## src/include/pmic_ctrl_map.svh

```systemverilog
`ifndef PMIC_CTRL_MAP_SVH
`define PMIC_CTRL_MAP_SVH
// Overview of operation
// - Step-up regulator turns on from its register enable only, never a pin.
// - Bucks and buck-boost run when their pin or register enable is set.
// - When the last regulator turns off, all command registers return to defaults.
// - Enable threshold select is high while all off, low once any is on.
// - Paired adjacent bucks: lower number is master; sensed by feedback tied high.
// - Paired bucks use master settings; slave register contents have no effect.
// - Paired bucks start and stop on master enable; slave pin is ignored.
// - Pairs 1-2, 2-3 and 3-4 all follow the same master-slave scheme.
// - Disabled buck switch node floats or pulls down as its control bit says.
// - Mode, feedback setting and slew of each regulator come from registers.
// - Buck-boost below start-up level: no burst, output switch D held off.
// - LED code is zero at power-up; driver stays off until nonzero code.
// - After nonzero code, current ramps to target at gradation rate, then holds.
// - New code while active ramps up or down at rate to new target.
// - Code zero ramps down; at zero boost and LED driver shut down.
// - A register bit sets the LED high-voltage boost mode output; LED boost on still follows the LED code.
// - Fault conditions readable as two status bytes.
// - Written command values read back; pull-down keeps only bits 3:0, LED config only bits 2:0.

// ==========================================
// Register offsets
`define ADDR_BUCK1_CFG   8'h00
`define ADDR_BOOST_CFG   8'h04
`define ADDR_BB_CFG      8'h05
`define ADDR_PULLDOWN    8'h06
`define ADDR_LED_CFG     8'h07
`define ADDR_LED_CODE    8'h08
`define ADDR_FAULT_LO    8'h09
`define ADDR_FAULT_HI    8'h0a
`define ADDR_IRQ_STAT    8'h0b
`define ADDR_IRQ_CLR     8'h0c
`define ADDR_IRQ_EN      8'h0d
`define ADDR_LED_NOW     8'h0e
`define ADDR_STATE       8'h0f

// ==========================================
// Field positions of a regulator config byte and of the LED config byte
`define CFG_FB_LSB       0
`define CFG_SLEW_LSB     4
`define CFG_BURST_BIT    6
`define CFG_EN_BIT       7
`define LED_RATE_LSB     0
`define LED_HV_BIT       2

// ==========================================
// Reset values
`define CFG_RST          8'h00
`define PULLDOWN_RST     4'h0
`define LED_CFG_RST      3'h0
`define LED_CODE_RST     8'h00

// ==========================================
// Timing
`define CLK_MHZ          125
`define LED_STEP_US      1
`define LED_STEP_CYCLES  (`LED_STEP_US * `CLK_MHZ)
`endif

```

## src/include/pmic_ctrl_pkg.sv

```systemverilog
package pmic_ctrl_pkg;
    typedef struct packed {
        logic       burst;
        logic [1:0] slew;
        logic [3:0] fb;
    } reg_set_t;

    typedef enum logic [1:0] {
        LED_OFF,
        LED_RAMP,
        LED_HOLD
    } led_state_t;
endpackage

```

## src/design/pmic_ctrl.sv

```systemverilog
// The address map and the strobed register port were left to the implementer.
`timescale 1ns/10ps
`include "pmic_ctrl_map.svh"
module pmic_ctrl #(
    parameter int STEP_CYCLES = `LED_STEP_CYCLES
) (
    // Clock and reset
    input  wire logic                         core_clk_i,
    input  wire logic                         reset_i,
    // Register port
    input  wire logic [7:0]                   addr_i,
    input  wire logic [7:0]                   wdata_i,
    input  wire logic                         wr_i,
    input  wire logic                         rd_i,
    output logic      [7:0]                   rdata_o,
    // Enable pins and pairing sense
    input  wire logic [3:0]                   buck_en_pin_i,
    input  wire logic                         bb_en_pin_i,
    input  wire logic [2:0]                   pair_sense_i,
    // Analog status
    input  wire logic                         bb_startup_low_i,
    input  wire logic [15:0]                  fault_i,
    // Regulator controls
    output logic      [3:0]                   buck_on_o,
    output logic      [3:0]                   switch_node_pulldown_o,
    output logic                              boost_on_o,
    output logic                              bb_on_o,
    output logic                              bb_switch_d_off_o,
    output pmic_ctrl_pkg::reg_set_t [5:0]     reg_set_o,
    output logic                              en_thresh_low_o,
    // LED driver
    output logic      [7:0]                   led_current_code_o,
    output logic                              led_boost_on_o,
    output logic                              led_hv_mode_o,
    // Interrupt
    output logic                              irq_o
);
    import pmic_ctrl_pkg::*;

    // ==========================================
    // Register state
    logic [7:0]  cfg_reg [6];
    logic [3:0]  pulldown_reg;
    logic [2:0]  led_cfg_reg;
    logic [7:0]  led_code_reg;
    logic [7:0]  irq_stat_reg;
    logic [7:0]  irq_en_reg;
    logic [5:0]  fault_prev_reg;
    logic        any_on_reg;
    logic [7:0]  rdata_reg;

    logic        wr_cfg;
    logic        wr_led_cfg;
    logic        wr_led_code;
    logic        defaults_now;
    logic        any_on;
    logic [7:0]  events;

    // ==========================================
    // Per-buck effective enable and settings
    logic        eff_en   [4];
    reg_set_t    eff_set  [4];
    logic        eff_pd   [4];
    logic        own_en   [4];

    genvar i;
    generate
        for (i = 0; i < 4; i++) begin : g_buck
            assign own_en[i] = buck_en_pin_i[i] | cfg_reg[i][`CFG_EN_BIT];
            if (i == 0) begin : g_first
                assign eff_en[i]  = own_en[i];
                assign eff_set[i] = reg_set_t'(cfg_reg[i][6:0]);
                assign eff_pd[i]  = pulldown_reg[i];
            end else begin : g_next
                // Slave follows master; its own pin and bits are ignored
                assign eff_en[i]  = pair_sense_i[i-1] ? eff_en[i-1] : own_en[i];
                assign eff_set[i] = pair_sense_i[i-1] ? eff_set[i-1]
                                                      : reg_set_t'(cfg_reg[i][6:0]);
                assign eff_pd[i]  = pair_sense_i[i-1] ? eff_pd[i-1] : pulldown_reg[i];
            end
        end
    endgenerate

    // ==========================================
    // Step-up and buck-boost enables
    logic        boost_en;
    logic        bb_en;
    reg_set_t    bb_set;

    assign boost_en = cfg_reg[4][`CFG_EN_BIT];
    assign bb_en    = bb_en_pin_i | cfg_reg[5][`CFG_EN_BIT];

    // Start-up guard clears only the mode bit; fb and slew pass through
    always_comb begin
        bb_set = reg_set_t'(cfg_reg[5][6:0]);
        if (bb_startup_low_i) begin
            bb_set.burst = 1'b0;
        end
    end

    assign any_on = eff_en[0] | eff_en[1] | eff_en[2] | eff_en[3] | boost_en | bb_en;

    // Defaults are reloaded when the last regulator turns off; a host
    // may still set up fields while everything is off.
    assign defaults_now = any_on_reg & ~any_on;

    // ==========================================
    // Write decode
    assign wr_cfg      = wr_i & (addr_i <= `ADDR_BB_CFG);
    assign wr_led_cfg  = wr_i & (addr_i == `ADDR_LED_CFG);
    assign wr_led_code = wr_i & (addr_i == `ADDR_LED_CODE);

    // Last cycle's any_on, so the reload fires once as the last one turns off
    always_ff @(posedge core_clk_i) begin
        if (reset_i) begin
            any_on_reg <= 1'b0;
        end else begin
            any_on_reg <= any_on;
        end
    end

    always_ff @(posedge core_clk_i) begin
        if (reset_i) begin
            for (int k = 0; k < 6; k++) begin
                cfg_reg[k] <= `CFG_RST;
            end
        end else begin
            for (int k = 0; k < 6; k++) begin
                // A host write in the reload cycle wins over the defaults
                if (wr_cfg && addr_i[2:0] == 3'(k)) begin
                    cfg_reg[k] <= wdata_i;
                end else if (defaults_now) begin
                    cfg_reg[k] <= `CFG_RST;
                end
            end
        end
    end

    always_ff @(posedge core_clk_i) begin
        if (reset_i) begin
            pulldown_reg <= `PULLDOWN_RST;
        end else if (wr_i && addr_i == `ADDR_PULLDOWN) begin
            pulldown_reg <= wdata_i[3:0];
        end else if (defaults_now) begin
            pulldown_reg <= `PULLDOWN_RST;
        end
    end

    always_ff @(posedge core_clk_i) begin
        if (reset_i) begin
            led_cfg_reg <= `LED_CFG_RST;
        end else if (wr_led_cfg) begin
            led_cfg_reg <= wdata_i[2:0];
        end else if (defaults_now) begin
            led_cfg_reg <= `LED_CFG_RST;
        end
    end

    always_ff @(posedge core_clk_i) begin
        if (reset_i) begin
            led_code_reg <= `LED_CODE_RST;
        end else if (wr_led_code) begin
            led_code_reg <= wdata_i;
        end else if (defaults_now) begin
            led_code_reg <= `LED_CODE_RST;
        end
    end

    // ==========================================
    // LED gradation
    led_state_t  led_state;
    logic [7:0]  led_now_reg;
    logic [31:0] step_cnt_reg;
    logic [31:0] step_period;
    logic        step_tick;
    logic [1:0]  rate;

    assign rate = led_cfg_reg[`LED_RATE_LSB +: 2];
    // Each rate step is four times slower than the one below it
    assign step_period = 32'(STEP_CYCLES) << {rate, 1'b0};
    // Counter idles outside a ramp, so every ramp starts with a full step
    assign step_tick   = (step_cnt_reg >= step_period - 32'd1);

    always_ff @(posedge core_clk_i) begin
        if (reset_i) begin
            step_cnt_reg <= 32'h0000_0000;
        end else if (led_state != LED_RAMP || step_tick) begin
            step_cnt_reg <= 32'h0000_0000;
        end else begin
            step_cnt_reg <= step_cnt_reg + 32'd1;
        end
    end

    always_ff @(posedge core_clk_i) begin
        if (reset_i) begin
            led_state   <= LED_OFF;
            led_now_reg <= 8'h00;
        end else begin
            case (led_state)
                LED_OFF: begin
                    if (led_code_reg != 8'h00) begin
                        led_state <= LED_RAMP;
                    end
                end
                LED_RAMP: begin
                    // A new code mid-ramp just retargets; direction is picked per step
                    if (led_now_reg == led_code_reg) begin
                        // Zero target ends in shutdown
                        led_state <= (led_code_reg == 8'h00) ? LED_OFF : LED_HOLD;
                    end else if (step_tick) begin
                        if (led_now_reg < led_code_reg) begin
                            led_now_reg <= led_now_reg + 8'h01;
                        end else begin
                            led_now_reg <= led_now_reg - 8'h01;
                        end
                    end
                end
                LED_HOLD: begin
                    if (led_now_reg != led_code_reg) begin
                        led_state <= LED_RAMP;
                    end
                end
                default: begin
                    led_state <= LED_OFF;
                end
            endcase
        end
    end

    // ==========================================
    // Interrupt events
    logic        led_reached;
    logic        led_shut;

    // Both events pulse for one cycle as the ramp meets its target
    assign led_reached = (led_state == LED_RAMP) && (led_now_reg == led_code_reg)
                         && (led_code_reg != 8'h00);
    assign led_shut    = (led_state == LED_RAMP) && (led_now_reg == led_code_reg)
                         && (led_code_reg == 8'h00);
    assign events = {led_shut, led_reached, fault_i[5:0] & ~fault_prev_reg};

    // Only the lower six fault lines raise events; the rest are level-only
    always_ff @(posedge core_clk_i) begin
        if (reset_i) begin
            fault_prev_reg <= 6'h00;
        end else begin
            fault_prev_reg <= fault_i[5:0];
        end
    end

    always_ff @(posedge core_clk_i) begin
        if (reset_i) begin
            irq_stat_reg <= 8'h00;
        end else begin
            // New events win over a clear in the same cycle
            irq_stat_reg <= (irq_stat_reg & ~((wr_i && addr_i == `ADDR_IRQ_CLR) ? wdata_i : 8'h00))
                            | events;
        end
    end

    // Enable mask is not a command register, so the reload leaves it alone
    always_ff @(posedge core_clk_i) begin
        if (reset_i) begin
            irq_en_reg <= 8'h00;
        end else if (wr_i && addr_i == `ADDR_IRQ_EN) begin
            irq_en_reg <= wdata_i;
        end
    end

    // ==========================================
    // Read back
    logic [7:0] rd_mux;

    always_comb begin
        rd_mux = 8'h00;
        case (addr_i)
            8'h00, 8'h01, 8'h02, 8'h03, `ADDR_BOOST_CFG, `ADDR_BB_CFG: begin
                rd_mux = cfg_reg[addr_i[2:0]];
            end
            `ADDR_PULLDOWN: begin
                rd_mux = {4'h0, pulldown_reg};
            end
            `ADDR_LED_CFG: begin
                rd_mux = {5'h00, led_cfg_reg};
            end
            `ADDR_LED_CODE: begin
                rd_mux = led_code_reg;
            end
            `ADDR_FAULT_LO: begin
                rd_mux = fault_i[7:0];
            end
            `ADDR_FAULT_HI: begin
                rd_mux = fault_i[15:8];
            end
            `ADDR_IRQ_STAT: begin
                rd_mux = irq_stat_reg;
            end
            `ADDR_IRQ_EN: begin
                rd_mux = irq_en_reg;
            end
            `ADDR_LED_NOW: begin
                rd_mux = led_now_reg;
            end
            `ADDR_STATE: begin
                rd_mux = {2'b00, led_state != LED_OFF, any_on_reg, 1'b0, pair_sense_i};
            end
            default: begin
                rd_mux = 8'h00;
            end
        endcase
    end

    // Zero outside the read slot, so stale data never lingers on the port
    always_ff @(posedge core_clk_i) begin
        if (reset_i) begin
            rdata_reg <= 8'h00;
        end else if (rd_i) begin
            rdata_reg <= rd_mux;
        end else begin
            rdata_reg <= 8'h00;
        end
    end

    // ==========================================
    // Registered outputs
    always_ff @(posedge core_clk_i) begin
        if (reset_i) begin
            buck_on_o              <= 4'h0;
            switch_node_pulldown_o <= 4'h0;
            reg_set_o              <= '0;
        end else begin
            for (int k = 0; k < 4; k++) begin
                buck_on_o[k]              <= eff_en[k];
                // Pull-down only on a disabled node; a slave copies its master's bit
                switch_node_pulldown_o[k] <= ~eff_en[k] & eff_pd[k];
                reg_set_o[k]              <= eff_set[k];
            end
            reg_set_o[4] <= reg_set_t'(cfg_reg[4][6:0]);
            reg_set_o[5] <= bb_set;
        end
    end

    always_ff @(posedge core_clk_i) begin
        if (reset_i) begin
            boost_on_o        <= 1'b0;
            bb_on_o           <= 1'b0;
            bb_switch_d_off_o <= 1'b0;
            en_thresh_low_o   <= 1'b0;
        end else begin
            boost_on_o        <= boost_en;
            bb_on_o           <= bb_en;
            bb_switch_d_off_o <= bb_en & bb_startup_low_i;
            en_thresh_low_o   <= any_on;
        end
    end

    always_ff @(posedge core_clk_i) begin
        if (reset_i) begin
            led_current_code_o <= 8'h00;
            led_boost_on_o     <= 1'b0;
            led_hv_mode_o      <= 1'b0;
            irq_o              <= 1'b0;
        end else begin
            led_current_code_o <= led_now_reg;
            led_boost_on_o     <= (led_state != LED_OFF);
            led_hv_mode_o      <= led_cfg_reg[`LED_HV_BIT];
            irq_o              <= |(irq_stat_reg & irq_en_reg);
        end
    end

    // Read data leaves straight from its flop
    assign rdata_o = rdata_reg;
endmodule

```

## config.mk

```make
export PLATFORM = sky130hd
export DESIGN_NAME = pmic_ctrl
export DESIGN_NICKNAME = d
export VERILOG_FILES = /design/src/include/pmic_ctrl_pkg.sv /design/src/design/pmic_ctrl.sv
export VERILOG_INCLUDE_DIRS = /design/src /design/src/include
export SDC_FILE = /design/constraint.sdc
export NUM_CORES = 1
export LEC_CHECK = 0
export BUFFER_PORTS_ARGS = -buffer_cell sky130_fd_sc_hd__buf_2
export CAP_MARGIN = 20
export CORE_ASPECT_RATIO = 2
export CORE_UTILIZATION = 50
export CTS_BUF_LIST = sky130_fd_sc_hd__clkbuf_4
export DETAILED_ROUTE_END_ITERATION = 8
export PLACE_DENSITY_LB_ADDON = 0.05
export SYNTH_ARGS = -nofsm -noshare
export SYNTH_HDL_FRONTEND = slang
export SYNTH_SLANG_ARGS = --single-unit
```

## constraint.sdc

```tcl
create_clock -name core_clk_i -period 4.8 [get_ports core_clk_i]
set_input_delay 0.96 -clock core_clk_i [delete_from_list [all_inputs] [get_ports core_clk_i]]
set_output_delay 0.96 -clock core_clk_i [all_outputs]
set_load 0.02 [all_outputs]
```

==> out/metrics.cfg <==
[yosys]
synth_warnings = 0
ys_seq_elements = 200
netlist_top_cells_count = 152 x dfxtp_1, 140 x nor2_1, 76 x nand2_1
syn_avg_cell_area_um2 = 9.733
synth_edf_count = 48
syn_inst = 969
ys.flop_type = dfxtp_1
synth.area.top_cells = dfxtp_1 32%, edfxtp_1 15%, ha_1 7.0%
syn_area_um2 = 9432
ys_seq_area_share_pct = 47.55
synthDominantCellAreaShare_pct = 32.26
async_flop_share_pct = 0
yosysTopAreaCell = dfxtp_1
synth.most_common_cell = dfxtp_1
ys_types = 65

[clocking]
cts-resized-gates = 0
postCtsSetupRepairBufs = 0
clkSinkCount = 200
clk_path_buf_depth = 2
numCtsBuffers = 17
clkSlewWorstSetupHoldPaths_ns = 0.16
root_buffer = clkbuf_4
cts_tree = done
h-tree-depth = 4
hold_buffers = 0
clock_latency_ns = 0.59

[detailed_routing]
drc = 0
vias = 7465
dr.first_iter.drc_count = 467
dr.pass1.iters = 5
via_per_inst = 5.698
wl_per_cell_um = 20.83
totalWireLength_um = 27290
ant_nets = 0

[place]
place_hpwl_um = 20960
place_congestion = 0.8960
numPortBuffers = 117
dp_cells = 1277
place_ws_ns = 1.422

[sta]
setup_viol = 0
layout_setup_ws_ns = 1.343
fin_tns_setup_ns = 0
max_freq_ghz = 0.2893
max_slew_margin_pct = 33.57
finClkSkew_ns = 0.02321
tightestPinTransition_ns = 0.9953
hold_viol_final = 0
finalCritPeriodShare_pct = 72.01
grt_setup_unrepaired = false
period_minus_slack_ns = 3.457
slew_violations = 0

[floorplanning]
boundaryPins = 118
coreArea_um2 = 18390
start_util_pct = 51.28
die_area_um2 = 19450
dieWidth_um = 99.12
fp.dieH_um = 196.2
row_count = 70

[worst_setup_path]
crit_path_end_kind = register
crit_fanout = 8
path_class = register to register
cp_cell_sequence = ha_1 > nor2b_1 > o211ai_1 > a21oi_1 > a211o_1 > ha_1 > a21oi_1 > o211ai_1 > o41ai_1 > xor2_1 > a211oi_2 > mux2_1
crit_path_start_kind = register
ff2ff_setup_slack_ns = 1.34
crit_slowest_cell = dfxtp_1
cpLargestDelayFamily = compound AO/OA/AOI/OAI gates
cp.arrival_ns = 3.95
worst-path-buf-inv = 0
slowest_delay_ns = 0.48
cp.required_ns = 5.29

[min_path]
hold_class = register to register

[final_layout]
filler_cell_count = 1750
fin_cells = 1310
fin_nets = 1179
multi_input_area_um2 = 4715
register_area_um2 = 4484
layout-drive-gt1-share_pct = 16.74
largest_reg_flops = 48
area_growth_pct = 10.57

[global_routing]
grtUsageTotal_pct = 29.18
grt_max_degree = 63
grt_pass1_wl_um = 41390
overflow = 0
first_global_vias = 7562
antenna_found_initial = 1

[power_and_ir_drop]
power.static_leakage_nw = 4.241
p_per_area_nw_per_um2 = 277.3
ir_worst_vdd_mv = 0.2137
power.total_mw = 2.892

[job]
maxCapViolCount = 0

[outcome]
status = finished, final reports clean

==> report_power, final <==
group	switching [mW]	total (mW)	leakage, nW	internal, mW
clock network	0.569	0.843	0.145	0.274
logic	0.173	0.258	2.36	0.0844
registers	0.0247	1.79	1.73	1.77
total	0.767	2.89	4.24	2.13
==> final cells by class <==
| cell class | count | area share, % |
|---|---|---|
| multi-input cells | 718 | 45.21 |
| flip-flops and latches | 200 | 43.00 |
| repair buffers | 122 | 5.999 |
| well taps | 216 | 2.591 |
| clock buffers | 20 | 1.440 |
| clock inverters | 12 | 0.9838 |
| inverters | 21 | 0.7558 |
| diodes | 1 | 0.02400 |
==> worst reg2reg max path, delay by kind of cell (launching register included) <==
family                   cells  cell delay (ns)
AO/OA/AOI/OAI                7             1.66
XOR/XNOR                     1             0.16
adder cells (fa/ha/maj)      2             0.61
flip-flops                   1             0.48
multiplexers                 1             0.34
AND/OR/NAND/NOR              1             0.13
==> cells by family after synthesis <==
| family | count (synthesis) | synth area share (%) |
|---|---|---|
| AND/OR/NAND/NOR | 414 | 21.81 |
| flip-flops | 200 | 47.55 |
| AO/OA/AOI/OAI | 143 | 9.618 |
| buffers and inverters | 69 | 3.184 |
| adder cells (fa/ha/maj) | 54 | 7.243 |
| multiplexers | 53 | 7.310 |
| XOR/XNOR | 35 | 3.250 |
| other | 1 | 0.03976 |
==> path summary, 6_finish.rpt <==
path                               startpoint                                    to  cells past startpoint
setup / recovery  led_now_reg[1]$_SDFFE_PP0P_           led_now_reg[7]$_SDFFE_PP0P_                     12
hold / removal    cfg_reg[0][7]$_SDFFCE_PP0P_  switch_node_pulldown_o[0]$_SDFF_PP0_                      1
setup reg to reg  led_now_reg[1]$_SDFFE_PP0P_           led_now_reg[7]$_SDFFE_PP0P_                     12
hold reg to reg   cfg_reg[0][7]$_SDFFCE_PP0P_  switch_node_pulldown_o[0]$_SDFF_PP0_                      1
==> layer usage <==
layer  track usage, %  wire length, um  vias to the layer above
met3            4.311             1193                       87
met2            56.77            15270                      253
li1                 -                -                     3585
met1            26.72             8824                     3540
met4            20.97             1995                        0
met5                0                0                        -
==> cells in the final DEF (no fill, tap or decap), types with 5 or more instances in the layout <==
| cell | Yosys | routed |
|---|---|---|
| nand3_1 | 44 | 44 |
| buf_2 | 12 | 116 |
| nand4_1 | 14 | 14 |
| conb_1 | 1 | 19 |
| dfxtp_1 | 152 | 152 |
| clkbuf_4 | 0 | 20 |
| xor2_1 | 21 | 21 |
| buf_4 | 3 | 6 |
| mux2_4 | 6 | 6 |
| a221oi_1 | 6 | 6 |
| ha_1 | 53 | 53 |
| and3_1 | 8 | 8 |
| o211ai_1 | 7 | 7 |
| a21oi_1 | 61 | 61 |
| o21ai_0 | 18 | 18 |
| a22oi_1 | 9 | 9 |
| mux4_2 | 10 | 10 |
| mux2i_1 | 34 | 34 |
| edfxtp_1 | 48 | 48 |
| nor3_1 | 9 | 9 |
| nand2b_1 | 5 | 5 |
| inv_1 | 21 | 21 |
| o21ai_1 | 8 | 8 |
| xnor2_1 | 14 | 14 |
| nor2_1 | 140 | 140 |
| nor2b_1 | 57 | 57 |
| and2_1 | 39 | 39 |
| nand2_1 | 76 | 76 |
==> metrics by stage <==
step                hold WS, ns  utilization [%]  cell area (um2)
global placement         0.4552            55.31            10170
detailed placement       0.4591            55.31            10170
global route             0.4809            56.70            10430
floorplan                0.4297                -             9499
finish                   0.4842            56.70            10430
CTS                      0.4853            56.69            10430
Power figures use the tool's default switching activity.
